$ cat src/hdl/pic_pkg.sv
// package for the peripheral interrupt control block
// assumes a 32-bit apb slave with one register per aligned word
package pic_pkg;
   // register byte offsets
   localparam logic [7:0] PIC_OFS_INTCTL1 = 8'h00;
   localparam logic [7:0] PIC_OFS_INTCTL2 = 8'h04;
   localparam logic [7:0] PIC_OFS_INTCTL3 = 8'h08;
   localparam logic [7:0] PIC_OFS_PIE_A   = 8'h0c;
   localparam logic [7:0] PIC_OFS_PIE_B   = 8'h10;
   localparam logic [7:0] PIC_OFS_PIP_A   = 8'h14;
   localparam logic [7:0] PIC_OFS_PIP_B   = 8'h18;
   localparam logic [7:0] PIC_OFS_RCC     = 8'h1c;
   localparam logic [7:0] PIC_OFS_PFLAG_A = 8'h20;
   localparam logic [7:0] PIC_OFS_PFLAG_B = 8'h24;
   localparam logic [7:0] PIC_OFS_TMR0    = 8'h28;
   localparam logic [7:0] PIC_OFS_PWR     = 8'h2c;
   // field positions, first control register
   localparam int PIC_B_GLOBAL_EN = 7;
   localparam int PIC_B_GROUP_EN  = 6;
   localparam int PIC_B_T0IE   = 5;
   localparam int PIC_B_X0IE   = 4;
   localparam int PIC_B_PBC_EN = 3;
   localparam int PIC_B_T0IF   = 2;
   localparam int PIC_B_X0IF   = 1;
   localparam int PIC_B_PBC_FLAG = 0;
   // second control register
   localparam int PIC_B_EDG0   = 6;
   localparam int PIC_B_EDG1   = 5;
   localparam int PIC_B_EDG2   = 4;
   localparam int PIC_B_T0IP   = 2;
   localparam int PIC_B_PBC_PRIO = 0;
   // third control register
   localparam int PIC_B_X2IP   = 7;
   localparam int PIC_B_X1IP   = 6;
   localparam int PIC_B_X2IE   = 4;
   localparam int PIC_B_X1IE   = 3;
   localparam int PIC_B_X2IF   = 1;
   localparam int PIC_B_X1IF   = 0;
   // reset-control register
   localparam int PIC_B_PRIO_MODE   = 7;
   localparam int PIC_B_SOFT_BO     = 6;
   localparam int PIC_B_WDT_TIMEOUT = 3;
   localparam int PIC_B_PWR_DOWN    = 2;
   localparam int PIC_B_UNIMPL = 5;
   // reset values and masks
   localparam logic [7:0] PIC_RST_CTL1 = 8'h00;
   localparam logic [7:0] PIC_RST_CTL2 = 8'hf5;
   localparam logic [7:0] PIC_MSK_CTL2 = 8'hf5;
   localparam logic [7:0] PIC_RST_CTL3 = 8'hc0;
   localparam logic [7:0] PIC_MSK_CTL3 = 8'hdb;
   localparam logic [7:0] PIC_RST_PIE  = 8'h00;
   localparam logic [7:0] PIC_RST_PIP  = 8'hff;
   localparam logic [7:0] PIC_MSK_B    = 8'hdf;
   localparam logic [7:0] PIC_RST_RCC  = 8'h1c;
   localparam logic [7:0] PIC_MSK_RCCW = 8'hd3;
   localparam logic [7:0] PIC_RST_T0   = 8'h00;
   // apb request bundle
   typedef struct packed {
      logic        psel;
      logic        penable;
      logic        pwrite;
      logic [7:0]  paddr;
      logic [31:0] pwdata;
   } pic_apb_req_s;
   // core-side request bundle
   typedef struct packed {
      logic irq_high;
      logic irq_low;
      logic wake;
      logic vector;
   } pic_core_s;
endpackage : pic_pkg

$ cat src/hdl/pic_top.sv
// peripheral interrupt control: enables, priorities, reset-control, pin,
// timer-0 and port-change sources, and high/low requests to the core.
// assumes synchronous inputs on clock and an apb master on the bus side.
// Behaviour
// - without priority mode, peripheral sources need the group enable too
// - two 8-bit peripheral enable registers, reset 0, second bit 5 reads 0
// - two 8-bit peripheral priority registers, reset 1 except second bit 5 (reads 0), 1 means high
// - priority bits only act in priority mode, else one level
// - priority-mode enable is reset-control bit 7, resets 0
// - reset-control holds cause flags; timeout and power-down read-only, power up 1
// - soft brown-out enable resets to 1 when option set, else 0
// - external pins edge-triggered; select 1 rising, 0 falling
// - selected edge sets pin flag; clear enable suppresses request
// - enabled external pin edge wakes the core from idle or sleep
// - after wake, vector only if global enable set
// - ext 1 and 2 priorities are third control bits 6 and 7
// - ext 0 always high priority
// - 8-bit timer-0 rollover FFh to 00h sets the overflow flag
// - 16-bit timer-0 rollover FFFFh to 0000h sets the flag
// - timer-0 gated by first control bit 5, priority second bit 2
// - change on port-b pins 7:4 sets first control bit 0
// - port-change gated by first bit 3, priority second bit 0
// - flags set regardless of enables
//
// The placing of the registers and the APB register port were chosen for this implementation.
`timescale 1ns/10ps
module pic_top
   import pic_pkg::*;
#(
   parameter bit SOFT_BO_OPTION = 1'b0
) (
   input  wire logic                 clock,
   input  wire logic                 arst_n,
   input  wire pic_pkg::pic_apb_req_s apb_req,
   output logic                      pready,
   output logic [31:0]               prdata,
   output logic                      pslverr,
   input  wire logic [2:0]           ext_pin,
   input  wire logic [3:0]           portb_hi,
   input  wire logic                 timer0_tick,
   input  wire logic [7:0]           periph_flag_a,
   input  wire logic [7:0]           periph_flag_b,
   input  wire logic                 core_asleep,
   output pic_pkg::pic_core_s        core_req
);
   import pic_pkg::*;

   // reset release through two flops
   logic rst_m_r, rst_n_r;
   always_ff @(posedge clock or negedge arst_n) begin
      if (!arst_n) begin
         rst_m_r <= 1'b0;
         rst_n_r <= 1'b0;
      end else begin
         rst_m_r <= 1'b1;
         rst_n_r <= rst_m_r;
      end
   end

   function automatic logic hit(input logic [7:0] a, input logic [7:0] o);
      hit = (a == o);
   endfunction : hit

   logic [7:0]  ctl1_r, ctl2_r, ctl3_r, pie_a_r, pie_b_r, pip_a_r, pip_b_r, rcc_r;
   logic [15:0] t0_cnt_r;
   logic        t0_16bit_r;
   logic [2:0]  pin_d_r;
   logic [3:0]  rb_d_r;

   // bus decode
   wire         acc      = apb_req.psel & apb_req.penable;
   wire         wr       = acc & pready & apb_req.pwrite;   // write lands on the completing edge only
   wire [7:0]   a        = apb_req.paddr;
   wire [7:0]   wd       = apb_req.pwdata[7:0];
   wire         mapped   = hit(a, PIC_OFS_INTCTL1) | hit(a, PIC_OFS_INTCTL2) | hit(a, PIC_OFS_INTCTL3)
                         | hit(a, PIC_OFS_PIE_A) | hit(a, PIC_OFS_PIE_B) | hit(a, PIC_OFS_PIP_A)
                         | hit(a, PIC_OFS_PIP_B) | hit(a, PIC_OFS_RCC) | hit(a, PIC_OFS_PFLAG_A)
                         | hit(a, PIC_OFS_PFLAG_B) | hit(a, PIC_OFS_TMR0) | hit(a, PIC_OFS_PWR);

   // edge and change detection
   wire [2:0]   edge_sel = {ctl2_r[PIC_B_EDG2], ctl2_r[PIC_B_EDG1], ctl2_r[PIC_B_EDG0]};
   wire [2:0]   rise     = ext_pin & ~pin_d_r;
   wire [2:0]   fall     = ~ext_pin & pin_d_r;
   wire [2:0]   pin_evt  = (rise & edge_sel) | (fall & ~edge_sel);
   wire         rb_evt   = |(portb_hi ^ rb_d_r);

   // timer-0 rollover in either width
   wire [15:0]  t0_next  = t0_cnt_r + 16'h0001;
   wire         t0_ovf8  = timer0_tick & ~t0_16bit_r & (t0_cnt_r[7:0] == 8'hff);
   wire         t0_ovf16 = timer0_tick & t0_16bit_r & (t0_cnt_r == 16'hffff);
   wire         t0_evt   = t0_ovf8 | t0_ovf16;

   // flag next values; set wins over a software clear
   wire [7:0]   ctl1_w   = wr && hit(a, PIC_OFS_INTCTL1) ? wd : ctl1_r;
   wire [7:0]   ctl3_w   = wr && hit(a, PIC_OFS_INTCTL3) ? (wd & PIC_MSK_CTL3) : ctl3_r;
   wire [7:0]   ctl1_nxt = ctl1_w | {5'h00, t0_evt, pin_evt[0], rb_evt};
   wire [7:0]   ctl3_nxt = ctl3_w | {6'h00, pin_evt[2], pin_evt[1]};

   // register file
   always_ff @(posedge clock or negedge rst_n_r) begin
      if (!rst_n_r) begin
         ctl1_r  <= PIC_RST_CTL1;
         ctl2_r  <= PIC_RST_CTL2;
         ctl3_r  <= PIC_RST_CTL3;
         pie_a_r <= PIC_RST_PIE;
         pie_b_r <= PIC_RST_PIE;
         pip_a_r <= PIC_RST_PIP;
         pip_b_r <= PIC_RST_PIP & PIC_MSK_B;
         rcc_r   <= PIC_RST_RCC | {1'b0, SOFT_BO_OPTION, 6'h00};
      end else begin
         ctl1_r <= ctl1_nxt;
         ctl3_r <= ctl3_nxt;
         if (wr && hit(a, PIC_OFS_INTCTL2)) ctl2_r <= wd & PIC_MSK_CTL2;
         if (wr && hit(a, PIC_OFS_PIE_A))   pie_a_r <= wd;
         if (wr && hit(a, PIC_OFS_PIE_B))   pie_b_r <= wd & PIC_MSK_B;
         if (wr && hit(a, PIC_OFS_PIP_A))   pip_a_r <= wd;
         if (wr && hit(a, PIC_OFS_PIP_B))   pip_b_r <= wd & PIC_MSK_B;
         if (wr && hit(a, PIC_OFS_RCC))
            rcc_r <= (wd & PIC_MSK_RCCW) | (rcc_r & ~PIC_MSK_RCCW);
      end
   end

   // timer-0 counter and samplers
   always_ff @(posedge clock or negedge rst_n_r) begin
      if (!rst_n_r) begin
         t0_cnt_r   <= {PIC_RST_T0, PIC_RST_T0};
         t0_16bit_r <= 1'b0;
         pin_d_r    <= 3'h0;
         rb_d_r     <= 4'h0;
      end else begin
         pin_d_r <= ext_pin;
         rb_d_r  <= portb_hi;
         if (wr && hit(a, PIC_OFS_TMR0)) begin
            t0_cnt_r   <= apb_req.pwdata[15:0];
            t0_16bit_r <= apb_req.pwdata[16];
         end else if (timer0_tick)
            t0_cnt_r <= t0_16bit_r ? t0_next : {8'h00, t0_next[7:0]};
      end
   end

   // source requests: flag and enable
   wire prio_mode = rcc_r[PIC_B_PRIO_MODE];
   wire global_en = ctl1_r[PIC_B_GLOBAL_EN];
   wire group_en  = ctl1_r[PIC_B_GROUP_EN];
   wire x0_req  = ctl1_r[PIC_B_X0IF] & ctl1_r[PIC_B_X0IE];
   wire x1_req  = ctl3_r[PIC_B_X1IF] & ctl3_r[PIC_B_X1IE];
   wire x2_req  = ctl3_r[PIC_B_X2IF] & ctl3_r[PIC_B_X2IE];
   wire t0_req  = ctl1_r[PIC_B_T0IF] & ctl1_r[PIC_B_T0IE];
   wire rb_req  = ctl1_r[PIC_B_PBC_FLAG] & ctl1_r[PIC_B_PBC_EN];
   wire [7:0] pa_req = periph_flag_a & pie_a_r;
   wire [7:0] pb_req = periph_flag_b & pie_b_r & PIC_MSK_B;

   // priority routing, only in priority mode
   wire core_hi = x0_req
                | (x1_req & ctl3_r[PIC_B_X1IP]) | (x2_req & ctl3_r[PIC_B_X2IP])
                | (t0_req & ctl2_r[PIC_B_T0IP]) | (rb_req & ctl2_r[PIC_B_PBC_PRIO]);
   wire core_lo = (x1_req & ~ctl3_r[PIC_B_X1IP]) | (x2_req & ~ctl3_r[PIC_B_X2IP])
                | (t0_req & ~ctl2_r[PIC_B_T0IP]) | (rb_req & ~ctl2_r[PIC_B_PBC_PRIO]);
   wire per_hi  = |(pa_req & pip_a_r) | |(pb_req & pip_b_r);
   wire per_lo  = |(pa_req & ~pip_a_r) | |(pb_req & ~pip_b_r);
   wire any_core = x0_req | x1_req | x2_req | t0_req | rb_req;
   wire any_per  = |pa_req | |pb_req;
   // priority mode: global enable gates high, group enable gates low too
   wire hi_nxt  = prio_mode ? (global_en & (core_hi | per_hi))
                            : (global_en & (any_core | (group_en & any_per)));
   wire lo_nxt  = prio_mode & global_en & group_en & (core_lo | per_lo);
   wire ext_en  = (ctl1_r[PIC_B_X0IE] & pin_evt[0]) | (ctl3_r[PIC_B_X1IE] & pin_evt[1])
                | (ctl3_r[PIC_B_X2IE] & pin_evt[2]);
   wire wake_nxt = core_asleep & (ext_en | any_core | any_per);

   // core outputs
   always_ff @(posedge clock or negedge rst_n_r) begin
      if (!rst_n_r) core_req <= '0;
      else begin
         core_req.irq_high <= hi_nxt;
         core_req.irq_low  <= lo_nxt;
         core_req.wake     <= wake_nxt;
         core_req.vector   <= wake_nxt & global_en;
      end
   end

   // read mux
   logic [7:0] rd;
   always_comb begin
      rd = 8'h00;
      if (hit(a, PIC_OFS_INTCTL1)) rd = ctl1_r;
      if (hit(a, PIC_OFS_INTCTL2)) rd = ctl2_r;
      if (hit(a, PIC_OFS_INTCTL3)) rd = ctl3_r;
      if (hit(a, PIC_OFS_PIE_A))   rd = pie_a_r;
      if (hit(a, PIC_OFS_PIE_B))   rd = pie_b_r;
      if (hit(a, PIC_OFS_PIP_A))   rd = pip_a_r;
      if (hit(a, PIC_OFS_PIP_B))   rd = pip_b_r;
      if (hit(a, PIC_OFS_RCC))     rd = rcc_r;
      if (hit(a, PIC_OFS_PFLAG_A)) rd = periph_flag_a;
      if (hit(a, PIC_OFS_PFLAG_B)) rd = periph_flag_b & PIC_MSK_B;
   end
   wire [31:0] rd32 = hit(a, PIC_OFS_TMR0) ? {15'h0, t0_16bit_r, t0_cnt_r}
                    : hit(a, PIC_OFS_PWR) ? {31'h0, core_asleep} : {24'h0, rd};

   // apb answer: one wait state, registered outputs
   always_ff @(posedge clock or negedge rst_n_r) begin
      if (!rst_n_r) begin
         pready  <= 1'b0;
         prdata  <= 32'h00000000;
         pslverr <= 1'b0;
      end else begin
         pready  <= acc & ~pready;
         prdata  <= (acc & ~pready & ~apb_req.pwrite) ? rd32 : 32'h00000000;
         pslverr <= acc & ~pready & ~mapped;
      end
   end

   // checks
   a_group_gate: assert property (@(posedge clock) disable iff (!rst_n_r)
      (!prio_mode && !any_core && !group_en) |=> !core_req.irq_high)
      else $error("peripheral request passed without group enable");
   a_pin_flag_set: assert property (@(posedge clock) disable iff (!rst_n_r)
      pin_evt[1] |=> ctl3_r[PIC_B_X1IF])
      else $error("ext one flag not set on edge");
   a_flag_sticky: assert property (@(posedge clock) disable iff (!rst_n_r)
      (ctl3_r[PIC_B_X2IF] && !(wr && hit(a, PIC_OFS_INTCTL3))) |=> ctl3_r[PIC_B_X2IF])
      else $error("ext two flag cleared by hardware");
   a_t0_ovf: assert property (@(posedge clock) disable iff (!rst_n_r)
      t0_ovf8 |=> ctl1_r[PIC_B_T0IF] && t0_cnt_r[7:0] == 8'h00)
      else $error("timer rollover flag missing");
   a_t0_ovf16: assert property (@(posedge clock) disable iff (!rst_n_r)
      t0_ovf16 |=> ctl1_r[PIC_B_T0IF] && t0_cnt_r == 16'h0000)
      else $error("wide timer rollover flag missing");
   a_rb_change: assert property (@(posedge clock) disable iff (!rst_n_r)
      $changed(portb_hi) |=> ctl1_r[PIC_B_PBC_FLAG])
      else $error("port change flag missing");
   a_rb_route_hi: assert property (@(posedge clock) disable iff (!rst_n_r)
      (prio_mode && global_en && rb_req && ctl2_r[PIC_B_PBC_PRIO]) |=> core_req.irq_high)
      else $error("port change not routed high");
   a_rb_route_lo: assert property (@(posedge clock) disable iff (!rst_n_r)
      (prio_mode && global_en && group_en && rb_req && !ctl2_r[PIC_B_PBC_PRIO]) |=> core_req.irq_low)
      else $error("port change not routed low");
   a_no_low_single: assert property (@(posedge clock) disable iff (!rst_n_r)
      !prio_mode |=> !core_req.irq_low)
      else $error("low request in single level mode");
   a_group_low: assert property (@(posedge clock) disable iff (!rst_n_r)
      (prio_mode && !group_en) |=> !core_req.irq_low)
      else $error("low request without group enable");
   a_x0_high: assert property (@(posedge clock) disable iff (!rst_n_r)
      (x0_req && global_en) |=> core_req.irq_high)
      else $error("ext zero not high priority");
   a_pin_wake: assert property (@(posedge clock) disable iff (!rst_n_r)
      (core_asleep && ctl1_r[PIC_B_X0IE] && pin_evt[0]) |=> core_req.wake)
      else $error("enabled pin edge did not wake the core");
   a_vector_global: assert property (@(posedge clock) disable iff (!rst_n_r)
      core_req.vector |-> core_req.wake && $past(global_en))
      else $error("vector without global enable");
   a_pie_b_bit5: assert property (@(posedge clock) disable iff (!rst_n_r)
      !pie_b_r[5] && !pip_b_r[5])
      else $error("unimplemented bit set");
   a_rcc_ro: assert property (@(posedge clock) disable iff (!rst_n_r)
      $stable(rcc_r[PIC_B_WDT_TIMEOUT]) && $stable(rcc_r[PIC_B_PWR_DOWN]) && !rcc_r[PIC_B_UNIMPL])
      else $error("read-only reset flag changed");
endmodule : pic_top

$ cat config.mk
export PLATFORM = sky130hd
export DESIGN_NAME = pic_top
export DESIGN_NICKNAME = d
export VERILOG_FILES = /design/src/hdl/pic_pkg.sv /design/src/hdl/pic_top.sv
export SDC_FILE = /design/constraint.sdc
export NUM_CORES = 1
export LEC_CHECK = 0
export BUFFER_PORTS_ARGS = -buffer_cell sky130_fd_sc_hd__buf_2
export CAP_MARGIN = 20
export CORE_ASPECT_RATIO = 1.25
export CORE_UTILIZATION = 52
export CTS_BUF_LIST = sky130_fd_sc_hd__clkbuf_8
export DETAILED_ROUTE_END_ITERATION = 16
export PLACE_DENSITY = 0.78
export REMOVE_ABC_BUFFERS = 1
export SETUP_SLACK_MARGIN = 0.3
export SLEW_MARGIN = 20
export SYNTH_ARGS = -nofsm -noshare
export SYNTH_HDL_FRONTEND = slang
export SYNTH_SLANG_ARGS = --single-unit
$ cat constraint.sdc
create_clock -name clock -period 2.9 [get_ports clock]
set_input_delay 0.87 -clock clock [delete_from_list [all_inputs] [get_ports clock]]
set_output_delay 0.87 -clock clock [all_outputs]
set_load 0.05 [all_outputs]
==> reports/metrics.csv, run 1 <==
stage;metric;value;unit
routing;Wirelength per Cell;23.22;µm
sta;final setup violation count;0;
routing;number of vias in the routed layout;5121;
sta;RSZ-0062 raised after global routing;false;
logic_synthesis;syn avg cell area;9.984;µm²
floorplan;width of the die;96.22;µm
cts;H-tree Lvls;3;
min_path;hold crit path type;input port to asynchronous set/reset pin;
finish;Reg area;2636;µm²
placement;DP Worst Slack;217.3;ps
setup_path;WP buf/inv;1;
setup_path;critical path endpoint category;flop;
finish;n_diodes;0;
setup_path;Critical Path Slowest Stage Cell;a311oi_1;
sta;clock skew;18.71;ps
pwr;power per cell area;458.8;nW/µm²
cts;clock sinks;104;
setup_path;worst r2r src;t0_cnt_r[0];
setup_path;Crit path largest cell delay;490;ps
sta;relative slew slack;56.14;%
placement;GPL Wtd Cong;1.004;
sta;Worst Setup Slack, final;601.8;ps
cts;Root Buffer;clkbuf_8;
logic_synthesis;Distinct cells, synth;69;
logic_synthesis;Mapped Cells;578;
global_route;largest net degree at the start of global routing;46;
floorplan;Row Count;42;
routing;DR vias/cell;6.354;
finish;# fillers;961;
sta;Final min period;2298;ps
floorplan;core area;10720;µm²
sta;hold_ws;256.5;ps
cts;Clk pin slew, worst setup/hold paths;100;ps
global_route;grt total ovfl;0;
setup_path;CP Class;input port to flop;
floorplan;Starting Density;53.83;%
cts;CTS tree;done;
logic_synthesis;main flop type after synthesis;dfrtp_1;
setup_path;R2R Path End;t0_cnt_r[14];
sta;Final Max Slew Viols;0;
setup_path;Worst Path Max Fanout;7;
routing;Post-Route WL;18720;µm
cts;worst skew pair latency;380;ps
global_route;initial antenna violation count;0;
finish;layout cells sized above 1;31.45;%
setup_path;WP data required;3150;ps
cts;clk buf depth;2;
global_route;Total GRT Usage;34.29;%
setup_path;setup slack, reg-to-reg;790;ps
setup_path;Worst Path Arrival;2550;ps
finish;multi-input logic area;2933;µm²
cts;Post-CTS Hold Buffers;0;
global_route;first-pass GRT wire length;28460;µm
floorplan;Die Y-Extent;119.8;µm
finish;post-route cell area;6595;µm²
logic_synthesis;#FFs+latches synth;104;
sta;Hold Violations, Final;0;
routing;DRC viols;0;
sta;fmax;0.4351;GHz
sta;period utilization;79.25;%
routing;First-pass DRT Iterations;5;
global_route;vias in the first global route;4990;
cts;Post-CTS Resized;0;
sta;setup_tns;0;ps
cts;TritonCTS Buffers;9;
floorplan;num ports;108;
placement;port bufs;76;
sta;worst slew pin tran;652.9;ps
setup_path;CP startpoint kind;input port;
routing;Routed Antenna Nets;0;
pwr;maximum vdd ir drop;0.0003106;V
outcome;status;finished clean;
job;max cap viols;0;
pwr;leakage;2.991;nW
finish;Final Net Count;740;
setup_path;CP top delay family;simple AND/OR/NAND/NOR gates;
placement;Area after DPL;6382;µm²
setup_path;crit path cell chain;buf_2 > nor4_4 > nand3b_4 > or4_1 > a311oi_1 > o21ai_1;
finish;Layout area overhead;14.29;%
logic_synthesis;synthesized cell area;5771;µm²
floorplan;Die Area;11520;µm²
placement;HPWL after detailed placement;14600;µm
cts;setup bufs post-CTS;0;
finish;post-layout util;61.52;%
setup_path;r2r worst-path depth;5;
logic_synthesis;sequential fraction of the synthesis area;45.62;%
logic_synthesis;warnings from Yosys;0;
routing;Detailed Route Iter0 Violations;423;
logic_synthesis;Async S/R FF share, synth;100.0;%
logic_synthesis;number of flops mapped to enable cells by yosys;0;
[cell families (layout without fill, tap and decap cells)]
group           after synthesis  after routing  synth area share [%]
xor+xnor                     10             10                 1.518
fa+ha+maj                     1              1                0.2168
simple gates                228            228                 21.64
compound gates              123            123                 14.05
buf+inv                      48            130                 4.466
other cells                   2             16                0.1301
mux                          62             62                 12.36
flops                       104            104                 45.62
[layer usage]
| layer | vias to the layer above | track usage [%] | share of wire [%] |
|---|---|---|---|
| met1 | 2523 | 44.35 | 40 |
| met4 | 0 | 17.16 | 5.1 |
| li1 | 2285 | - | - |
| met3 | 57 | 5.196 | 6.4 |
| met2 | 256 | 55.19 | 49 |
| met5 | - | 0 | 0 |
[area by class of cell]
cell class                 count  area share (%)
clock buffer                  10           2.087
clock inverter                 6           1.138
inverter                       8          0.4553
multi-input combinational    440           44.47
sequential                   104           39.97
tap                          132           2.504
timing repair buffer         106           9.372
[sequential cells by signal (all words and copies together) (netlist names), 7 cells and up]
name	flops
ctl1_r	8
pie_a_r	8
pie_b_r	7
pip_a_r	8
pip_b_r	7
prdata	17
t0_cnt_r	16
[where the power goes]
group	internal, mW	switching (mW)	total, mW
clock network	0.437	0.542	0.979
logic	0.159	0.265	0.424
registers	1.51	0.111	1.62
[through the flow]
| step | std cells | power, mW |
|---|---|---|
| floorplan | 552 | 1.860 |
| global placement | 790 | 2.053 |
| detailed placement | 790 | 2.066 |
| CTS | 806 | 3.036 |
| global route | 806 | 3.142 |
| finish | 806 | 3.026 |
[synthesized netlist by cell type, types with 3 or more instances]
cell / n / share of area, %
nor2_1: 34 / 2.2
xnor2_1: 3 / 0.46
nand2b_1: 5 / 0.54
buf_1: 3 / 0.20
clkbuf_1: 14 / 0.91
buf_2: 5 / 0.43
mux2i_1: 6 / 1.0
nand2_1: 66 / 4.3
o21ai_0: 23 / 2.0
o211ai_1: 4 / 0.52
nand3b_1: 3 / 0.39
inv_1: 8 / 0.52
or4_1: 6 / 0.78
or3_1: 6 / 0.65
buf_4: 17 / 2.2
o22ai_1: 16 / 1.7
dfrtp_1: 80 / 35
and4_1: 3 / 0.46
mux2_1: 3 / 0.59
nor3_1: 15 / 1.3
nand3_1: 34 / 2.9
nor4_1: 6 / 0.65
a22oi_1: 5 / 0.65
a31oi_1: 12 / 1.3
dfstp_2: 24 / 11
and2_1: 10 / 1.1
xor2_1: 7 / 1.1
o21a_1: 6 / 0.78
nor2b_1: 5 / 0.54
nand4_1: 12 / 1.3
mux2_2: 51 / 10
a21oi_1: 22 / 1.9
and3_1: 5 / 0.54
a21o_1: 7 / 0.91
[worst max-delay path by stage]
stage | from | end | slack (ps) | cells after the start
3_5_place_dp | apb_req[39] | prdata[3] | 220 | 6
4_1_cts | apb_req[39] | prdata[3] | 620 | 6
3_3_place_gp | apb_req[39] | prdata[3] | 220 | 6
6_report | apb_req[39] | prdata[3] | 600 | 6
5_1_grt | apb_req[39] | prdata[3] | 610 | 6
2_1_floorplan | rst_n_r | core_req[0] | -170 | 0
[worst reg2reg max path, cell delays in order, from the launching register on]
cell and delay, ps:
dfrtp_1 470, ha_1 240, nand2_1 80, or3_1 520, or4_1 520, a41oi_1 210
[placed cells by master (no fill, tap or decap), types with 5 or more instances in the layout]
cell / netlist / final
a21o_1: 7 / 7
or3_1: 6 / 6
buf_4: 17 / 29
inv_1: 8 / 8
nor2b_1: 5 / 5
and3_1: 5 / 5
o22ai_1: 16 / 16
nand3_1: 34 / 34
buf_2: 5 / 76
xor2_1: 7 / 7
nand2b_1: 5 / 5
and2_1: 10 / 10
o21ai_0: 23 / 23
conb_1: 2 / 16
a31oi_1: 12 / 12
nand2_1: 66 / 66
dfstp_2: 24 / 24
o21a_1: 6 / 6
dfrtp_1: 80 / 79
clkbuf_8: 0 / 10
nand4_1: 12 / 12
nor4_1: 6 / 6
nor2_1: 34 / 34
nor3_1: 15 / 15
a22oi_1: 5 / 5
a21oi_1: 22 / 22
mux2_2: 51 / 51
or4_1: 6 / 6
mux2i_1: 6 / 6
Power figures use the tool's default switching activity.
==> run 2, diff against run 1 <==
clock period = 2.1 ns   (was 2.9 ns; I/O delays follow)
==> reports/metrics.csv, run 2 (synthesis gave the netlist of run 1 again) <==
stage;metric;value;unit
pwr;Sw Share;31.94;%
cts;CTS tree;done;
finish;Layout area overhead;27.30;%
cts;Root Buffer;clkbuf_8;
finish;biggest regs;prdata (17), t0_cnt_r (16);
pwr;maximum vdd ir drop;0.0003713;V
cts;worst skew pair latency;400;ps
finish;most frequent cells in the layout;buf_4, dfrtp_1, buf_2, nand2_1, mux2_2;
sta;Hold Violations, Final;0;
sta;clock skew;27.63;ps
cts;Clk pin slew, worst setup/hold paths;110;ps
global_route;vias in the first global route;5433;
finish;layout cells sized above 1;41.42;%
cts;H-tree Lvls;3;
finish;multi-input logic area;3074;µm²
outcome;status;finished clean;
routing;Detailed Route Iter0 Violations;562;
floorplan;Die Y-Extent;119.8;µm
routing;DRC viols;0;
routing;number of vias in the routed layout;5469;
finish;n_diodes;0;
sta;Worst Setup Slack, final;265.9;ps
floorplan;Row Count;42;
pwr;sequential power share;50.9;%
pwr;Clock Power Share;29.9;%
routing;Post-Route WL;19790;µm
sta;RSZ-0062 raised after global routing;true;
sta;setup_tns;0;ps
finish;Reg area;2644;µm²
routing;First-pass DRT Iterations;5;
sta;final setup violation count;0;
floorplan;core area;10720;µm²
pwr;Comb power frac;19.2;%
routing;DR vias/cell;6.229;
pwr;leakage;3.392;nW
job;max cap viols;0;
floorplan;width of the die;96.22;µm
global_route;largest net degree at the start of global routing;45;
setup_path;CP Class;input port to flop;
min_path;hold crit path type;flop to asynchronous set/reset pin;
setup_path;Worst Path Max Fanout;7;
placement;DP Worst Slack;-215.6;ps
sta;Final Max Slew Viols;0;
finish;Largest Register;prdata;
finish;post-layout util;68.52;%
sta;fmax;0.5452;GHz
cts;clk buf depth;2;
pwr;P_int;2.934;mW
floorplan;num ports;108;
sta;period utilization;87.34;%
global_route;grt total ovfl;0;
placement;port bufs;76;
global_route;Total GRT Usage;35.94;%
floorplan;Starting Density;53.83;%
setup_path;WP data required;2370;ps
setup_path;CP startpoint kind;input port;
finish;max FFs per register;17;
setup_path;Worst Path Arrival;2110;ps
global_route;first-pass GRT wire length;29970;µm
finish;Final Net Count;812;
placement;HPWL after detailed placement;15290;µm
cts;clock sinks;104;
routing;Routed Antenna Nets;0;
placement;GPL Wtd Cong;1.007;
sta;Final min period;1834;ps
pwr;power per cell area;587.0;nW/µm²
finish;# fillers;847;
finish;most common cell after layout, fill and taps aside;buf_4;
pwr;Net Switching;1.377;mW
setup_path;critical path endpoint category;flop;
global_route;initial antenna violation count;0;
floorplan;Die Area;11520;µm²
cts;TritonCTS Buffers;9;
routing;Wirelength per Cell;22.54;µm
==> run 2: worst max-delay path: stages <==
cell      delay [ps]
buf_6            100
nor4_4           350
nand3b_4         200
buf_4            200
a211o_1          280
a221oi_2         240
o21ai_0          110
==> run 2: timing repair <==
item                                    CTS  global route
pin swaps                                11            10
gates resized for setup                  12            42
endpoints found under the hold margin     2             0
buffers inserted                          7             2
endpoints found under the setup margin   37            56
hold buffers                              1             0
==> run 2: path summary, 6_finish.rpt <==
| kind | start | end | slack (ps) | cells after the start |
|---|---|---|---|---|
| min in group clock | ext_pin[2] | pin_d_r[2] | 350 | 1 |
| setup reg to reg | pie_b_r[7] | core_req[0] | 280 | 6 |
| max in group asynchronous | rst_n_r | pip_b_r[7] | 1250 | 1 |
| setup / recovery | apb_req[38] | prdata[7] | 270 | 7 |
| hold / removal | rst_n_r | ctl1_r[2] | 190 | 0 |
| hold reg to reg | rst_n_r | ctl1_r[2] | 190 | 0 |
==> run 2: through the flow <==
step / instances / cell area (µm²) / total power [mW] / hold WS, ps
2_1_floorplan: 552 / 5595 / 2.569 / 331.2
3_3_place_gp: 852 / 6873 / 2.952 / 166.4
3_5_place_dp: 852 / 6873 / 2.979 / 166.5
4_1_cts: 876 / 7183 / 4.289 / 194.8
5_1_grt: 878 / 7346 / 4.449 / 214.4
6_report: 878 / 7346 / 4.312 / 192.5
==> run 2: routing by layer <==
layer | wire length, µm | global-route usage, % | vias up
met5 | 0 | 0 | -
met4 | 993 | 19.50 | 0
met3 | 1151 | 5.070 | 65
met2 | 9958 | 59.75 | 256
met1 | 7683 | 44.30 | 2707
li1 | - | - | 2441
==> run 2: power by group through the flow <==
| stage | logic (mW) | registers [mW] | clock network, mW |
|---|---|---|---|
| 3_5_place_dp | 0.751 | 2.23 | 0 |
| 5_1_grt | 0.889 | 2.21 | 1.35 |
| 4_1_cts | 0.805 | 2.19 | 1.30 |
| 6_report | 0.828 | 2.20 | 1.29 |
| 2_1_floorplan | 0.322 | 2.25 | 0 |
| 3_3_place_gp | 0.729 | 2.22 | 0 |
==> run 2: layout make-up <==
class / instances / share of cell area (%)
clock inverters: 6 / 0.7835
repair buffers: 178 / 16.79
clock buffers: 10 / 1.874
well taps: 132 / 2.248
flip-flops and latches: 104 / 35.99
inverters: 8 / 0.4599
multi-input cells: 440 / 41.85
==> run 3, diff against run 2 <==
ABC_AREA = 1   (was not set)
PLACE_DENSITY = 0.79   (was 0.78)
==> reports/metrics.csv, run 3 <==
stage;metric;value;unit
floorplan;core area;10620;µm²
sta;fmax;0.5678;GHz
pwr;Sw Share;30.17;%
setup_path;CP top delay family;simple AND/OR/NAND/NOR gates;
global_route;vias in the first global route;5342;
floorplan;Row Count;42;
finish;max FFs per register;17;
sta;hold_ws;191.7;ps
finish;# fillers;975;
pwr;maximum vdd ir drop;0.0003342;V
logic_synthesis;cell taking the most area after synthesis;dfrtp_1;
finish;most frequent cells in the layout;nand2_1, dfrtp_1, buf_2, inv_1, o21ai_0;
sta;Final Max Slew Viols;0;
logic_synthesis;main flop type after synthesis;dfrtp_1;
pwr;Clock Power Share;33.1;%
global_route;grt total ovfl;0;
logic_synthesis;Mapped Cells;722;
cts;clock sinks;104;
placement;HPWL after detailed placement;13450;µm
routing;Routed Antenna Nets;0;
finish;post-route cell area;6798;µm²
finish;post-layout util;64.04;%
setup_path;worst r2r src;t0_cnt_r[1];
global_route;first-pass GRT wire length;27120;µm
setup_path;Worst Path Max Fanout;4;
floorplan;Starting Density;53.52;%
floorplan;width of the die;95.50;µm
setup_path;CP Class;flop to flop;
routing;Post-Route WL;17690;µm
logic_synthesis;commonest cells in the synthesized netlist;nand2_1, dfrtp_1, inv_1;
pwr;power per cell area;612.0;nW/µm²
logic_synthesis;syn avg cell area;7.869;µm²
setup_path;crit path from;t0_cnt_r[1];
finish;most common cell after layout, fill and taps aside;nand2_1;
sta;relative slew slack;67.18;%
routing;DR vias/cell;5.557;
cts;Root Buffer;clkbuf_8;
routing;Wirelength per Cell;18.01;µm
global_route;largest net degree at the start of global routing;59;
logic_synthesis;Distinct cells, synth;48;
min_path;hold crit path type;flop to asynchronous set/reset pin;
pwr;total power;4.160;mW
global_route;Total GRT Usage;32.56;%
outcome;status;finished clean;
setup_path;WP data required;2360;ps
sta;Final min period;1761;ps
logic_synthesis;Area contributors post-synth;dfrtp_1, nand2_1, dfstp_2;
finish;Layout area overhead;19.64;%
finish;Non-Filler Instances;982;
cts;Clk pin slew, worst setup/hold paths;110;ps
cts;CTS tree;done;
setup_path;critical path depth;11;
cts;H-tree Lvls;3;
routing;number of vias in the routed layout;5457;
logic_synthesis;#FFs+latches synth;104;
cts;TritonCTS Buffers;9;
setup_path;setup slack, reg-to-reg;340;ps
job;max cap viols;0;
cts;clk buf depth;2;
finish;biggest regs;prdata (17), t0_cnt_r (16);
logic_synthesis;top-count cell post-synth;nand2_1;
cts;worst skew pair latency;390;ps
sta;period utilization;83.86;%
floorplan;Die Area;11350;µm²
routing;DRC viols;0;
sta;RSZ-0062 raised after global routing;true;
setup_path;critical path endpoint category;flop;
finish;Final Net Count;916;
finish;layout cells sized above 1;26.82;%
placement;GPL Wtd Cong;0.9537;
logic_synthesis;number of flops mapped to enable cells by yosys;0;
floorplan;num ports;108;
floorplan;Die Y-Extent;118.9;µm
routing;First-pass DRT Iterations;7;
sta;worst slew pin tran;487.9;ps
placement;Area after DPL;6425;µm²
finish;n_diodes;0;
logic_synthesis;Async S/R FF share, synth;100.0;%
sta;clock skew;17.31;ps
global_route;initial antenna violation count;0;
pwr;Comb power frac;14.8;%
logic_synthesis;Synth top area share;35.23;%
setup_path;Critical Path Slowest Stage Cell;dfrtp_1;
finish;Largest Register;prdata;
placement;Placed Instances;955;
setup_path;WP buf/inv;3;
placement;port bufs;76;
setup_path;Crit path largest cell delay;400;ps
logic_synthesis;sequential fraction of the synthesis area;46.33;%
sta;final setup violation count;0;
setup_path;R2R Path End;t0_cnt_r[7];
sta;Hold Violations, Final;0;
setup_path;CP startpoint kind;flop;
setup_path;Worst Path Arrival;2020;ps
pwr;P_int;2.905;mW
logic_synthesis;warnings from Yosys;0;
pwr;leakage;3.236;nW
pwr;sequential power share;52.1;%
setup_path;r2r worst-path depth;11;
pwr;Net Switching;1.255;mW
setup_path;crit path cell chain;buf_6 > nand3_4 > nor2_4 > nand2_2 > nor3_4 > inv_2 > buf_4 > o21ai_0 > nand2_1 > nand2_1 > o21ai_0;
routing;Detailed Route Iter0 Violations;419;
logic_synthesis;synthesized cell area;5682;µm²
## run 3: cell types whose count changed after synthesis, sizes merged, moves of 7 or more
| cell | before | now |
|---|---|---|
| nand2 | 66 | 217 |
| inv | 8 | 87 |
| mux2 | 54 | 0 |
| o21ai | 25 | 75 |
| nor2 | 34 | 60 |
| and2 | 11 | 1 |
| a31oi | 12 | 3 |
| clkbuf | 14 | 5 |
| or2 | 0 | 8 |
| a21o | 7 | 0 |
## run 3: worst register-to-register path, cell delays in order (launching register included)
cell	delay (ps)
dfrtp_1	400
buf_6	130
nand3_4	80
nor2_4	140
nand2_2	90
nor3_4	240
inv_2	90
buf_4	130
o21ai_0	140
nand2_1	70
nand2_1	50
o21ai_0	70
## run 3: worst max path at each step
stage,end,slack (ps)
6_report,t0_cnt_r[7],340
2_1_floorplan,core_req[0],-970
3_5_place_dp,prdata[7],3
3_3_place_gp,prdata[1],10
4_1_cts,ctl1_r[2],330
5_1_grt,t0_cnt_r[11],200
## run 3: layout make-up
cell class	count	area, µm²	share of cell area [%]
flip-flops and latches	104	2638	38.80
clock inverters	6	73.82	1.086
well taps	132	165.2	2.430
clock buffers	10	137.6	2.025
multi-input cells	518	2664	39.19
inverters	89	339.1	4.988
repair buffers	123	780.7	11.49
## run 3: cell families (layout without fill, tap and decap cells)
logic type      Yosys count  count (layout)  share of synthesized area [%]
other cells               2              16                         0.1322
fa+ha+maj                 1               1                         0.2202
xor+xnor                  6               6                         0.9249
compound gates          140             140                          14.25
simple gates            354             355                          29.16
buf+inv                 115             228                          8.985
flops                   104             104                          46.33
## run 3: per-layer routing
layer  vias to the layer above  GRT usage, %  part of all wire (%)
met3                        53         4.151                   5.4
met2                       199         53.04                    49
li1                       2581             -                     -
met5                         -             0                     0
met4                         0         16.23                   4.3
met1                      2624         42.21                    41
## run 3: repair_timing
item / 4_1_cts / 5_1_grt
cloned: 0 / 1
endpoints found under the hold margin: 2 / 0
resized for setup: 1 / 20
hold buffers: 1 / 0
pin swaps: 0 / 6
setup endpoints to repair: 2 / 11
buffers inserted: 1 / 8
## run 3: through the flow
stage	setup TNS (ps)	setup WS (ps)
after floorplan	-81270	-969.7
after global placement	0	11.29
after detailed placement	0	3.133
after CTS	0	331.7
after global routing	0	203.6
final	0	338.9
## run 3: power groups by stage
stage          Sequential, mW  Combinational [mW]  Clock (mW)
3_3_place_gp             2.20               0.505           0
6_report                 2.17               0.616        1.38
3_5_place_dp             2.20               0.531           0
2_1_floorplan            2.22               0.285           0
4_1_cts                  2.16               0.560        1.40
5_1_grt                  2.18               0.671        1.45
